$ cat src/common/fpc_pkg.sv
// constants for the flash protect and function configuration block
// How it works
// program or erase inside the protected area is inhibited
// top select: level 0 none, 1-9 highest 2^(n-1) blocks, 10-15 all
// bottom select: level 1-9 lowest 2^(n-1) blocks from zero, 10-15 all
// unit is 64 KB block; upper levels ignore lower bits
// full-array erase ignored unless all protect bits are zero
// disable bit set and write-protect pin low makes status read-only
// disable bit clear or pin high lets status write update status
// quad enable zero: pins are protect/hold; one: quad data lines
// host keeps quad enable zero when those pins tie to supply
// function register bit layout; all zero except part-dependent bit 0
// one-time bits once one never return to zero
// reset-off bit moves reset function onto hold-or-reset pin
// selector defaults to top; bottom is permanent
// program-suspended flag sets on suspend, clears on resume
// erase-suspended flag sets on suspend, clears on resume
// row lock bits default zero; once set refuse row programming
// status bit 7 disable, 6 quad enable, 5..2 protect level
// non-volatile status bits change only via status write command
// block index is address bits 24 down to 16
package fpc_pkg;
	localparam logic [7:0] FPC_ADDR_STATUS = 8'h00;
	localparam logic [7:0] FPC_ADDR_FUNC = 8'h04;
	localparam logic [7:0] FPC_ADDR_CMD = 8'h08;
	localparam logic [7:0] FPC_ADDR_RESULT = 8'h0C;
	localparam logic [7:0] FPC_ADDR_PINS = 8'h10;
	localparam int FPC_SR_SWD = 7;
	localparam int FPC_SR_QE = 6;
	localparam int FPC_SR_BP_LO = 2;
	localparam int FPC_FR_RST_OFF = 0;
	localparam int FPC_FR_TBS = 1;
	localparam int FPC_FR_PROGRAM_SUSPENDED_FLAG = 2;
	localparam int FPC_FR_ERASE_SUSPENDED_FLAG = 3;
	localparam int FPC_FR_IRL_LO = 4;
	localparam logic [7:0] FPC_STATUS_RESET = 8'h00;
	localparam logic [7:0] FPC_STATUS_WMASK = 8'hFC;
	localparam logic [7:0] FPC_FUNC_OTP_MASK = 8'hF3;
	localparam int FPC_ADDR_BLK_HI = 24;
	localparam int FPC_ADDR_BLK_LO = 16;
	localparam int FPC_BLOCKS = 512;
	// operation codes in the command register
	localparam logic [2:0] FPC_OP_PROG = 3'h1;
	localparam logic [2:0] FPC_OP_ERASE = 3'h2;
	localparam logic [2:0] FPC_OP_CHIP = 3'h3;
	localparam logic [2:0] FPC_OP_ROWPROG = 3'h4;
	localparam logic [2:0] FPC_OP_SUSPEND = 3'h5;
	localparam logic [2:0] FPC_OP_RESUME = 3'h6;
	localparam logic [2:0] FPC_OP_START = 3'h7;
	localparam logic [7:0] FPC_STATUS_WRITE_CODE = 8'h01;
endpackage

$ cat src/logic/fpc_top.sv
// protect and function configuration logic with apb register access
//
// Design decisions made here: the register offsets and the APB register port.
`timescale 1ns/10ps
module fpc_top #(
	parameter logic RESET_OFF_DEFAULT = 1'b0
) (
	input wire logic clk,
	input wire logic reset,
	input wire logic psel,
	input wire logic penable,
	input wire logic pwrite,
	input wire logic [7:0] paddr,
	input wire logic [31:0] pwdata,
	output logic [31:0] prdata,
	output logic pready,
	output logic pslverr,
	input wire logic write_protect_n_pin,
	output logic write_protect_active,
	output logic quad_lines_enable,
	output logic hold_reset_is_reset,
	output logic dedicated_reset_enable,
	output logic op_allowed,
	output logic op_blocked
);
	// ****************
	// pin synchroniser
	// ****************
	logic wp_meta, wp_sync;
	always_ff @(posedge clk or posedge reset) begin
		if (reset) begin
			wp_meta <= 1'b1;
			wp_sync <= 1'b1;
		end else begin
			wp_meta <= write_protect_n_pin;
			wp_sync <= wp_meta;
		end
	end

	// ****************
	// state
	// ****************
	logic [7:0] status, next_status;
	logic [7:0] func, next_func;
	logic [2:0] cmd_op, next_cmd_op;
	logic [24:0] cmd_addr, next_cmd_addr;
	logic [1:0] cmd_row, next_cmd_row;
	logic prog_busy, next_prog_busy;
	logic erase_busy, next_erase_busy;
	logic [31:0] next_prdata;
	logic next_pready, next_pslverr;
	logic next_allowed, next_blocked;
	logic next_wp_active, next_quad_lines;
	logic next_hold_reset, next_dedicated_reset;
	logic strap_done, next_strap_done;
	logic [3:0] protect_level;
	logic [8:0] block_index;
	logic range_hit;
	logic status_locked;
	logic wr_access, rd_access;
	logic wr_status, wr_func, wr_cmd;
	logic cmd_eval;

	// ****************
	// elaboration checks
	// ****************
	// the range decoder takes a nine-bit block index
	if (fpc_pkg::FPC_ADDR_BLK_HI - fpc_pkg::FPC_ADDR_BLK_LO != 8) begin : g_block_width
		$error("block index must be nine bits wide");
	end
	// the block count must match the nine-bit index
	if (fpc_pkg::FPC_BLOCKS != 512) begin : g_block_count
		$error("range decoder serves exactly 512 blocks");
	end

	// ****************
	// protected range
	// ****************
	// block index is the 64 KB unit of the target address
	assign block_index = cmd_addr[fpc_pkg::FPC_ADDR_BLK_HI:fpc_pkg::FPC_ADDR_BLK_LO];
	assign protect_level = status[fpc_pkg::FPC_SR_BP_LO + 3:fpc_pkg::FPC_SR_BP_LO];

	fpc_range u_range (
		.level(protect_level),
		.bottom(func[fpc_pkg::FPC_FR_TBS]),
		.block(block_index),
		.hit(range_hit)
	);

	// ****************
	// access decode
	// ****************
	assign wr_access = psel && penable && pwrite && !pready;
	assign rd_access = psel && penable && !pwrite && !pready;
	assign wr_status = wr_access && paddr == fpc_pkg::FPC_ADDR_STATUS;
	assign wr_func = wr_access && paddr == fpc_pkg::FPC_ADDR_FUNC;
	assign wr_cmd = wr_access && paddr == fpc_pkg::FPC_ADDR_CMD;
	// stored command is judged once the bus write has gone by
	assign cmd_eval = !wr_access && cmd_op != 3'h0;
	// hardware status protection
	assign status_locked = status[fpc_pkg::FPC_SR_SWD] && !wp_sync;

	// ****************
	// bus response
	// ****************
	always_comb begin
		next_pready = psel && penable && !pready;
		next_pslverr = 1'b0;
		next_prdata = 32'h0000_0000;
		if (wr_access && !(wr_status || wr_func || wr_cmd))
			next_pslverr = 1'b1;
		if (rd_access) begin
			unique case (paddr)
				fpc_pkg::FPC_ADDR_STATUS: next_prdata = {24'h000000, status};
				fpc_pkg::FPC_ADDR_FUNC: next_prdata = {24'h000000, func};
				fpc_pkg::FPC_ADDR_CMD:
					next_prdata = {cmd_addr, 2'h0, cmd_row, cmd_op};
				fpc_pkg::FPC_ADDR_RESULT:
					next_prdata = {30'h0, op_blocked, op_allowed};
				fpc_pkg::FPC_ADDR_PINS:
					next_prdata = {30'h0, status_locked, wp_sync};
				default: next_pslverr = 1'b1;
			endcase
		end
	end

	always_ff @(posedge clk or posedge reset) begin
		if (reset) begin
			prdata <= 32'h0000_0000;
			pready <= 1'b0;
			pslverr <= 1'b0;
		end else begin
			prdata <= next_prdata;
			pready <= next_pready;
			pslverr <= next_pslverr;
		end
	end

	// ****************
	// status register
	// ****************
	always_comb begin
		next_status = status;
		// only a status write changes the non-volatile bits
		// the write is dropped while the lock holds
		if (wr_status && !status_locked)
			next_status = (pwdata[7:0] & fpc_pkg::FPC_STATUS_WMASK)
				| (status & ~fpc_pkg::FPC_STATUS_WMASK);
	end

	always_ff @(posedge clk or posedge reset) begin
		if (reset) begin
			// status resets to zero
			status <= fpc_pkg::FPC_STATUS_RESET;
		end else begin
			status <= next_status;
		end
	end

	// ****************
	// function register
	// ****************
	always_comb begin
		next_func = func;
		next_strap_done = 1'b1;
		// part-dependent reset-off bit loaded after release
		if (!strap_done)
			next_func[fpc_pkg::FPC_FR_RST_OFF] = RESET_OFF_DEFAULT;
		// one-time bits can only be set
		if (wr_func)
			next_func = next_func | (pwdata[7:0] & fpc_pkg::FPC_FUNC_OTP_MASK);
		if (cmd_eval) begin
			unique case (cmd_op)
				fpc_pkg::FPC_OP_SUSPEND: begin
					// flag the work that was running
					if (prog_busy)
						next_func[fpc_pkg::FPC_FR_PROGRAM_SUSPENDED_FLAG] = 1'b1;
					if (erase_busy)
						next_func[fpc_pkg::FPC_FR_ERASE_SUSPENDED_FLAG] = 1'b1;
				end
				fpc_pkg::FPC_OP_RESUME, fpc_pkg::FPC_OP_START: begin
					// flags drop on resume or completion
					next_func[fpc_pkg::FPC_FR_PROGRAM_SUSPENDED_FLAG] = 1'b0;
					next_func[fpc_pkg::FPC_FR_ERASE_SUSPENDED_FLAG] = 1'b0;
				end
				default: begin
				end
			endcase
		end
	end

	always_ff @(posedge clk or posedge reset) begin
		if (reset) begin
			// function bits reset to zero
			func <= 8'h00;
			strap_done <= 1'b0;
		end else begin
			func <= next_func;
			strap_done <= next_strap_done;
		end
	end

	// ****************
	// command judgement
	// ****************
	always_comb begin
		next_cmd_op = cmd_op;
		next_cmd_addr = cmd_addr;
		next_cmd_row = cmd_row;
		next_prog_busy = prog_busy;
		next_erase_busy = erase_busy;
		next_allowed = 1'b0;
		next_blocked = 1'b0;
		if (wr_cmd) begin
			next_cmd_op = pwdata[2:0];
			next_cmd_addr = pwdata[31:7];
			next_cmd_row = pwdata[4:3];
		end
		if (cmd_eval) begin
			next_cmd_op = 3'h0;
			unique case (cmd_op)
				fpc_pkg::FPC_OP_PROG: begin
					// inhibit a program inside the protected range
					next_allowed = !range_hit;
					next_prog_busy = !range_hit || prog_busy;
				end
				fpc_pkg::FPC_OP_ERASE: begin
					// inhibit an erase inside the protected range
					next_allowed = !range_hit;
					next_erase_busy = !range_hit || erase_busy;
				end
				fpc_pkg::FPC_OP_CHIP: begin
					// full-array erase needs protect level zero
					next_allowed = (protect_level == 4'h0);
					next_erase_busy = (protect_level == 4'h0) || erase_busy;
				end
				fpc_pkg::FPC_OP_ROWPROG: begin
					// a locked row refuses programming
					next_allowed = !func[fpc_pkg::FPC_FR_IRL_LO + 32'(cmd_row)];
				end
				fpc_pkg::FPC_OP_SUSPEND: begin
					// suspend needs running work
					next_allowed = prog_busy || erase_busy;
				end
				fpc_pkg::FPC_OP_RESUME: begin
					next_allowed = 1'b1;
				end
				fpc_pkg::FPC_OP_START: begin
					// running work completes
					next_allowed = 1'b1;
					next_prog_busy = 1'b0;
					next_erase_busy = 1'b0;
				end
				default: next_allowed = 1'b0;
			endcase
			next_blocked = !next_allowed;
		end
	end

	always_ff @(posedge clk or posedge reset) begin
		if (reset) begin
			cmd_op <= 3'h0;
			cmd_addr <= 25'h0;
			cmd_row <= 2'h0;
			prog_busy <= 1'b0;
			erase_busy <= 1'b0;
			op_allowed <= 1'b0;
			op_blocked <= 1'b0;
		end else begin
			cmd_op <= next_cmd_op;
			cmd_addr <= next_cmd_addr;
			cmd_row <= next_cmd_row;
			prog_busy <= next_prog_busy;
			erase_busy <= next_erase_busy;
			op_allowed <= next_allowed;
			op_blocked <= next_blocked;
		end
	end

	// ****************
	// pin function
	// ****************
	always_comb begin
		// lock shown toward the pins
		next_wp_active = status_locked;
		// extra pins become quad data lines
		next_quad_lines = next_status[fpc_pkg::FPC_SR_QE];
		// reset moves to the shared pin while it is not a data line
		next_hold_reset = next_func[fpc_pkg::FPC_FR_RST_OFF]
			&& !next_status[fpc_pkg::FPC_SR_QE];
		next_dedicated_reset = !next_func[fpc_pkg::FPC_FR_RST_OFF];
	end

	always_ff @(posedge clk or posedge reset) begin
		if (reset) begin
			write_protect_active <= 1'b0;
			quad_lines_enable <= 1'b0;
			hold_reset_is_reset <= 1'b0;
			dedicated_reset_enable <= 1'b1;
		end else begin
			write_protect_active <= next_wp_active;
			quad_lines_enable <= next_quad_lines;
			hold_reset_is_reset <= next_hold_reset;
			dedicated_reset_enable <= next_dedicated_reset;
		end
	end
endmodule // fpc_top

$ cat src/logic/fpc_range.sv
// protected block range decoder and compare
`timescale 1ns/10ps
module fpc_range (
	input wire logic [3:0] level,
	input wire logic bottom,
	input wire logic [8:0] block,
	output logic hit
);
	logic [9:0] count;
	// level decode with don't-care
	always_comb begin
		if (level == 4'h0)
			count = 10'h000;
		else if (level >= 4'hA)
			count = 10'h200;
		else
			count = 10'(10'h001 << (level - 4'h1));
	end
	// top or bottom compare
	always_comb begin
		if (bottom)
			hit = {1'b0, block} < count;
		else
			hit = (10'h200 - {1'b0, block}) <= count;
	end
endmodule // fpc_range

$ cat config.mk
export PLATFORM = sky130hd
export DESIGN_NAME = fpc_top
export DESIGN_NICKNAME = d
export VERILOG_FILES = /design/src/common/fpc_pkg.sv /design/src/logic/fpc_top.sv /design/src/logic/fpc_range.sv
export SDC_FILE = /design/constraint.sdc
export NUM_CORES = 1
export LEC_CHECK = 0
export ABC_AREA = 1
export BUFFER_PORTS_ARGS = -buffer_cell sky130_fd_sc_hd__buf_2
export CORE_AREA = 2 2 106 108
export CTS_BUF_LIST = sky130_fd_sc_hd__clkbuf_4 sky130_fd_sc_hd__clkbuf_8
export CTS_CLUSTER_SIZE = 16
export DETAILED_ROUTE_END_ITERATION = 8
export DIE_AREA = 0 0 108 110
export GPL_TIMING_DRIVEN = 0
export HOLD_SLACK_MARGIN = 0.03
export SYNTH_ARGS = -nofsm -noshare
export SYNTH_HDL_FRONTEND = slang
export SYNTH_SLANG_ARGS = --single-unit
$ cat constraint.sdc
create_clock -name clk -period 3.4 [get_ports clk]
set_clock_uncertainty 0.05 [all_clocks]
set_input_delay 0.34 -clock clk [delete_from_list [all_inputs] [get_ports clk]]
set_output_delay 0.34 -clock clk [all_outputs]
set_load 0.01 [all_outputs]
Word level (Yosys, flattened, before mapping) --
Cells that the tools add are included.
Storage, ports and cells: register bits after elaboration 90, bits in latches 0, RAM bits 0, memory bits (read-only) 0, input port bits 46, output and inout bits 40, memories 0
Cells by class: add/subtract/negate cells 3, multiply operators 0, div/mod/pow operators 0, magnitude comparators 4, equal/unequal tests 11, shift-type cells 1, multiplexer cells 25, bitwise gates (word level) 2, reduce and logical (&&, ||, !) cells 42
Operator list (number):
- case mux 32 bit (5 select lines) | 1
- two-way mux 32 bit | 1
- two-way mux 10 bit | 2
- equality test 8 x 4 -> 1 bit, second input constant | 2
- logical AND 1 bit | 14
- equality test 3 bit, second input constant | 4
- logical NOT 1 bit | 11
- two-way mux 1 bit | 11
- less-or-equal comparator 10 bit | 1
- < comparator 9 x 10 -> 1 bit | 1
- << shifter 1 x 4 -> 10 bit, first input constant | 1
- subtractor 10 x 9 -> 10 bit, first input constant | 1
- equality test 8 x 3 -> 1 bit, second input constant | 1
- equality test 8 x 5 -> 1 bit, second input constant | 1
- logical NOT 8 bit | 1
- bitwise OR 8 x 2 -> 8 bit | 1
- bitwise OR 8 bit | 1
- two-way mux 7 bit | 1
- equality test 3 x 2 -> 1 bit, second input constant | 2
- logical OR 1 bit | 6
- two-way mux 3 bit | 2
- nonzero test 3 bit | 2
- case mux 1 bit (5 select lines) | 1
- OR reduction 5 bit | 1
- 15 further kinds | 18

Depth between registers and ports, before layout --
Gate-level depths: netlist (run 1).
depth after elaboration 11, gate-level depth with buffers 18, mapped depth without buffers 18

Modules after synthesis --
Synthesis (run 1) repeated with hierarchy kept, for this count alone.
Unflattened totals: cell total of the unflattened synthesis 556, area, all modules 4385.5 um^2
Modules (own cells, without submodules):
- fpc_top | instances 1, cells an instance 431, area an instance 3666.0 um^2, seq. area each 2205.9 um^2
- fpc_range | instances 1, cells an instance 125, area an instance 719.4 um^2, seq. area each 0.0 um^2

Least setup slack after synthesis (run 1) --
Ideal clock, no wire load.
path type register -> register, from register cmd_addr[16], to register erase_busy, setup time 0.120 ns, data arrival time 2.210 ns, required time 3.230 ns, setup slack 1.019 ns, stages on the path, launching flop included 19, period minus slack after synthesis 2.381 ns, cell sequence dfrtp_1 > inv_1 > ha_1 > nand3_1 > nor3_1 > nand3_1 > xor2_1 > ha_1 > nand2_1 > nor2_1 > nand4_1 > nand2_1 > inv_1 > nand2_1 > nand2_1 > nand2_1 > nand3_1 > nand3_1 > nand2_1
On the way: word-level cells in the longest chain between the ends 6
RTL lines:
- start: declaration | RTL line fpc_top.sv:46 | logic [24:0] cmd_addr, next_cmd_addr;
- start signal: assignment | RTL line fpc_top.sv:271 | cmd_addr <= next_cmd_addr;
- subtractor 10 x 9 -> 10 bit | RTL line fpc_range.sv:24 | hit = (10'h200 - {1'b0, block}) <= count;
- less-or-equal comparator 10 bit | RTL line fpc_range.sv:24
- two-way mux 1 bit (*) | RTL line fpc_range.sv:21 | if (bottom)
- logical NOT 1 bit (*) | RTL line fpc_top.sv:230 | next_erase_busy = !range_hit || erase_busy;
- logical OR 1 bit (*) | RTL line fpc_top.sv:230
- case mux 1 bit (3 select lines) (*) | RTL line fpc_top.sv:221 | unique case (cmd_op)
- end signal: assignment | RTL line fpc_top.sv:274 | erase_busy <= next_erase_busy;
- end: declaration | RTL line fpc_top.sv:49 | logic erase_busy, next_erase_busy;
Every way passes the cells marked *; elsewhere a longest branch is shown, timed or not. A chain may end at the register's enable or synchronous reset.

Worst setup path after layout (run 1) --
Same ends and word-level chain as after synthesis.

==> impl_metrics.csv, run 1 <==
group,metric,value,unit
die,core,10700,µm²
logic_synthesis,async_reset_ff_share,100,%
finish,utilization,47.3,%
run_status,outcome,"completed",
placed_design,place_worst_setup_slack,0.637,ns
worst_setup_path,crit_path_end_kind,"flop",
clock_network,root_buffer,"clkbuf_8",
grt,met1_usage,23.1,%
grt,overflow,0,
grt,met2_usage,27.3,%
timing,setup_violations,0,
detailed_routing,wl_per_cell,13.5,µm
logic_synthesis,synth.most_common_cell,"nand2_1",
clock_network,cts_tree,"done",
logic_synthesis,ys_top_cells_by_count,"nand2_1, dfrtp_1, inv_1",
timing,fmaxAchievable,0.366,GHz
finish,diodes,0,
grt,grt_pass1_wl,15700,µm
timing,hold_viol,0,
logic_synthesis,synth_edf_count,0,
placed_design,portBuffers,85,
grt,grt_max_degree,60,
logic_synthesis,synth_top_cells_by_area,"dfrtp_1, nand2_1, ha_1, inv_1, nor2_1",
die,die-area,11900,µm²
clock_network,cts_setup_buffers,0,
die,die_h,110,µm
logic_synthesis,synth_largest_area_cell,"dfrtp_1",
detailed_routing,detail-route-antenna-nets,0,
logic_synthesis,synth_nets,520,
timing,fin_crit_sh,80.4,%
die,rows,38,
clock_network,ctsHoldBuffers,2,
run,cap_violations,0,
timing,max_slew_margin,53.9,%
logic_synthesis,synth-seq-cells,88,
logic_synthesis,seq_area_frac_synth,52.7,%
die,start_util,39.1,%
clock_network,path_clk_slew,0.09,ns
detailed_routing,drt-vias-per-instance,4.71,
placed_design,gp_congestion,0.854,
grt,antenna_found_initial,0,
timing,setup_ws,0.665,ns
detailed_routing,drc_errors,0,
logic_synthesis,synthFlopType,"dfrtp_1",
clock_network,cts_max_level,3,
detailed_routing,first_pass_iters,4,
die,top_level_ports,86,
logic_synthesis,synth_top_cell_area_share,50.9,%
grt,grt_usage,17.3,%
detailed_routing,vias,3295,
timing,grt_setup_unrepaired,"no",
detailed_routing,drtIter0Drc,73,
clock_network,insertion_delay,0.38,ns
logic_synthesis,ys.warnings.count,0,
grt,grt.met3_usage,3.47,%
worst_setup_path,ff2ff_setup_slack,0.66,ns
clock_network,clockBufferDepth,2,
finish,nets,619,
timing,worstMarginPinSlew,0.686,ns
pwr,fin_total_pwr,2.04,mW
placed_design,dpl.hpwl,6960,µm
worst_setup_path,cp.arrival,2.95,ns
grt,grt-busiest-layer,"met2",
timing,post-route-min-period,2.74,ns
worst_setup_path,cp_max_fo,4,
worst_setup_path,worstPathRequired,3.61,ns
pwr,peakVddDrop,0.209,mV
clock_network,cts_sinks,88,
finish,layout-drive-gt1-share,24.9,%
clock_network,ctsResizeCount,0,
timing,drv_slew,0,
worst_setup_path,path_class,"flop to flop",
pwr,p_per_area,402,nW/µm²
logic_synthesis,syn_inst,455,
finish,area_delta_synth_final,21.1,%
pwr,leakage,2.68,nW
min_path,hold_path_class,"input pin to flop",
logic_synthesis,syn_area_per_cell,9.19,µm²
timing,fin_setup_tns,0,ns
logic_synthesis,syn_area,4180,µm²
grt,grt_pass1_vias,3259,
logic_synthesis,ys_types,37,
worst_setup_path,cp-start-kind,"flop",
detailed_routing,routed_wl,9420,µm
clock_network,cts_inserted_buffers,9,
die,die_w,108,µm
flip-flops by register name, indices dropped and copies added (netlist names):
signal	flops
strap_done	1
hold_reset_is_reset	1
status	6
erase_busy	1
cmd_row	2
pready	1
func	8
cmd_addr	25
op_blocked	1
prog_busy	1
pslverr	1
dedicated_reset_enable	1
prdata	32
write_protect_active	1
op_allowed	1
cmd_op	3
wp_meta	1
wp_sync	1
stage by stage:
step / cell area (µm²) / std cells / hold slack (ns)
detailed placement: 4810 / 681 / 0.297
finish: 5060 / 699 / 0.117
global placement: 4780 / 680 / 0.296
global route: 5060 / 699 / 0.126
floorplan: 4180 / 455 / 0.294
CTS: 5060 / 699 / 0.109
final cells by class:
cell class                 instances  area [µm²]
fill                            1056        5630
sequential                        88        2210
multi-input combinational        292        1670
timing repair buffer              88         473
inverter                          64         243
tap                              140         175
clock buffer                      11         145
clock inverter                     5        86.3
buffer                            11        65.1
logic make-up after synthesis:
logic type | Yosys count | share of synthesized area (%)
muxes | 15 | 4.94
adders and majority gates | 19 | 5.68
and+or+nand+nor | 188 | 19.9
AOI/OAI and AO/OA | 62 | 7.93
other | 1 | 0.0897
DFF | 88 | 52.7
buffers and inverters | 75 | 7.30
xor gates and xnor gates | 7 | 1.47
critical path: stages (launching register included):
cell and delay (ns):
dfrtp_1 0.38, inv_1 0.14, ha_1 0.21, nand3_1 0.13, nor3_1 0.27, nand3_1 0.13
xor2_1 0.17, ha_1 0.28, nand2_1 0.06, nor2_1 0.19, nand4_1 0.11, nand2_1 0.07
inv_1 0.03, nand2_1 0.05, nand2_1 0.10, nand2_1 0.08, nand3_1 0.06, nand3_1 0.07
nand2_1 0.05
where the power goes:
part	internal, mW	leakage [nW]	switching [mW]
Clock	0.449	0.118	0.389
Combinational	0.0478	1.42	0.0728
Sequential	1.06	1.14	0.0150
path summary, 6_finish.rpt:
path	start	end	cells after the start
worst max-delay path	cmd_addr[16]	erase_busy	18
worst min-delay path	pwdata[0]	dedicated_reset_enable	2
worst max register to register	cmd_addr[16]	erase_busy	18
worst min register to register	wp_meta	wp_sync	0
max in group asynchronous	reset	dedicated_reset_enable	4
min in group asynchronous	reset	prdata[19]	3
cell usage in the layout (no fill, tap or decap), types with 3 or more instances in the layout:
cell type / synthesis / final
o21ai_1: 5 / 5
buf_2: 4 / 89
a21oi_1: 30 / 30
clkbuf_8: 0 / 10
clkbuf_1: 4 / 4
inv_1: 59 / 58
nor2_1: 46 / 46
mux2_4: 10 / 10
inv_2: 4 / 4
dfrtp_1: 85 / 85
nand3_1: 23 / 23
ha_1: 19 / 19
nor3_1: 17 / 17
dfstp_2: 3 / 3
mux2_1: 3 / 3
xor2_1: 6 / 6
nand2_1: 89 / 89
o21ai_0: 16 / 16
nor2_2: 4 / 4
a31oi_1: 3 / 3
layer usage:
metal	vias up	part of all wire [%]
li1	1671	-
met1	1548	47
met2	64	47
met3	12	4.3
met4	0	1.9
met5	-	0
Power figures use the tool's default switching activity.
==> run 2, diff against run 1 <==
- clock period: 3.4 -> 2.8 ns (I/O delays scaled with it)
==> run 2 against run 1 <==
Compared with the run above: first-iteration DRC count grew 12%; combinational power grew 21%; flip-flop and latch count is the same; global-route usage is the same; die area is the same; cell count grew 0.14%; register-to-register slack lost 0.41 ns; worst hold slack lost 0.061 ns; clock power grew 22%; routed wire length is essentially flat.
==> impl_metrics.csv, run 2 (synthesis gave the netlist of run 1 again) <==
group,metric,value,unit
grt,overflow,0,
finish,nets,620,
finish,layout_commonest_cell,"buf_2",
worst_setup_path,path_class,"flop to flop",
finish,layout-drive-gt1-share,26.4,%
pwr,pwr-share-clk,41.1,%
timing,fmaxAchievable,0.393,GHz
run_status,outcome,"completed",
grt,grt_max_degree,60,
timing,worstMarginPinSlew,0.688,ns
timing,setup_violations,0,
pwr,fin_total_pwr,2.47,mW
grt,grt_pass1_wl,15700,µm
grt,grt_pass1_vias,3259,
pwr,p_sw_share,23.4,%
die,rows,38,
detailed_routing,drc_errors,0,
pwr,p_per_area,485,nW/µm²
worst_setup_path,crit_family,"simple AND/OR/NAND/NOR gates",
clock_network,cts_tree,"done",
min_path,hold_path_class,"input pin to flop",
timing,max_slew_margin,53.8,%
detailed_routing,first_pass_iters,4,
run,cap_violations,0,
pwr,share_seq_of_total_power,53.0,%
finish,largest_reg_flops,32,
clock_network,root_buffer,"clkbuf_8",
timing,post-route-min-period,2.54,ns
die,die_w,108,µm
detailed_routing,routed-wl-met3,402,µm
clock_network,cts_sinks,88,
timing,drv_slew,0,
clock_network,path_clk_slew,0.09,ns
pwr,p_switching,578,µW
worst_setup_path,crit_chain,"inv_2 -> ha_2 -> nand3_2 -> nor3_4 -> nand3_2 -> xor2_1 -> ha_1 -> nand2_1 -> nor2_2 -> nand4_1 -> nand2_1 -> inv_1 -> nand2_1 -> nand2_2 -> nand2_1 -> nand3_1 -> nand3_1 -> nand2_1",
pwr,peakVddDrop,0.254,mV
worst_setup_path,slowest_stage,"dfrtp_1",
grt,grt_usage,17.3,%
detailed_routing,routed_wl,9420,µm
worst_setup_path,timing.critical_path.buf_inv,2,
finish,fillers,1052,
die,top_level_ports,86,
detailed_routing,maxUsedRoutingLayer,"met4",
pwr,leakage,2.70,nW
placed_design,dpl.hpwl,6960,µm
detailed_routing,drtIter0Drc,82,
worst_setup_path,slowest_delay,0.41,ns
finish,top_register,"prdata",
detailed_routing,dr_wl_met2,4410,µm
worst_setup_path,cp.arrival,2.76,ns
pwr,p_comb_share,5.9,%
die,die-area,11900,µm²
die,die_h,110,µm
detailed_routing,drt-vias-per-instance,4.69,
timing,grt_setup_unrepaired,"no",
finish,final_cell_mix,"buf_2, nand2_1, dfrtp_1",
timing,fin_hold_ws,0.0560,ns
placed_design,dp.cells,681,
timing,fin_crit_sh,90.8,%
detailed_routing,wl_per_cell,13.5,µm
worst_setup_path,cp_max_fo,4,
placed_design,portBuffers,85,
finish,area_delta_synth_final,22.1,%
worst_setup_path,crit_path_end_kind,"flop",
die,core,10700,µm²
placed_design,gp_congestion,0.854,
detailed_routing,wl_met1,4430,µm
finish,utilization,47.7,%
die,start_util,39.1,%
detailed_routing,vias,3286,
finish,fin_cells,700,
pwr,p_int,1.90,mW
clock_network,insertion_delay,0.38,ns
detailed_routing,detail-route-antenna-nets,0,
clock_network,clockBufferDepth,2,
clock_network,cts_inserted_buffers,9,
finish,biggestRegsByFlops,"prdata: 32 flops, cmd_addr: 25 flops, func: 8 flops",
clock_network,cts_max_level,3,
timing,hold_viol,0,
finish,diodes,0,
worst_setup_path,path_common_cell,"nand2_1",
grt,antenna_found_initial,0,
worst_setup_path,worstPathRequired,3.01,ns
worst_setup_path,cp-start-kind,"flop",
[run 2: cell type report]
type,instances,area (µm²),share of cell area (%)
clock inverters,5,86.3,1.69
multi-input cells,292,1710,33.4
flip-flops and latches,88,2210,43.2
well taps,140,175,3.43
plain buffers,11,65.1,1.27
repair buffers,89,480,9.41
inverters,64,243,4.75
clock buffers,11,145,2.84
[run 2: power groups by stage]
stage	Clock [mW]	Sequential [mW]	Combinational, mW
global route	1.09	1.31	0.171
detailed placement	0	1.34	0.148
CTS	1.04	1.31	0.150
finish	1.02	1.31	0.147
floorplan	0	1.33	0.0807
global placement	0	1.34	0.138
[run 2: timing repair]
action	CTS	global route
setup endpoints to repair	0	4
gates resized for setup	0	9
setup buffers	0	1
endpoints found under the hold margin	30	0
hold buffers	2	0
[run 2: worst paths after layout]
check / from / endpoint / slack (ns) / cells past startpoint
min in group asynchronous: reset / prdata[19] / 0.39 / 3
worst min register to register: wp_meta / wp_sync / 0.31 / 0
worst max register to register: cmd_addr[16] / erase_busy / 0.26 / 18
worst min-delay path: pwdata[0] / dedicated_reset_enable / 0.06 / 2
max in group asynchronous: reset / dedicated_reset_enable / 1.64 / 4
worst max-delay path: cmd_addr[16] / erase_busy / 0.26 / 18
[run 2: routing by layer]
layer | vias to the layer above | track usage, %
met5 | - | 0
met3 | 12 | 3.47
met2 | 62 | 27.3
met1 | 1540 | 23.1
li1 | 1672 | -
met4 | 0 | 7.78
[run 2: per-stage QoR]
step	worst slack (ns)	instance area (µm²)	setup TNS, ns
finish	0.258	5110	0
global route	0.0184	5110	0
CTS	0.0244	5060	0
detailed placement	0.0368	4810	0
global placement	-0.841	4780	-71.15
floorplan	0.196	4180	0
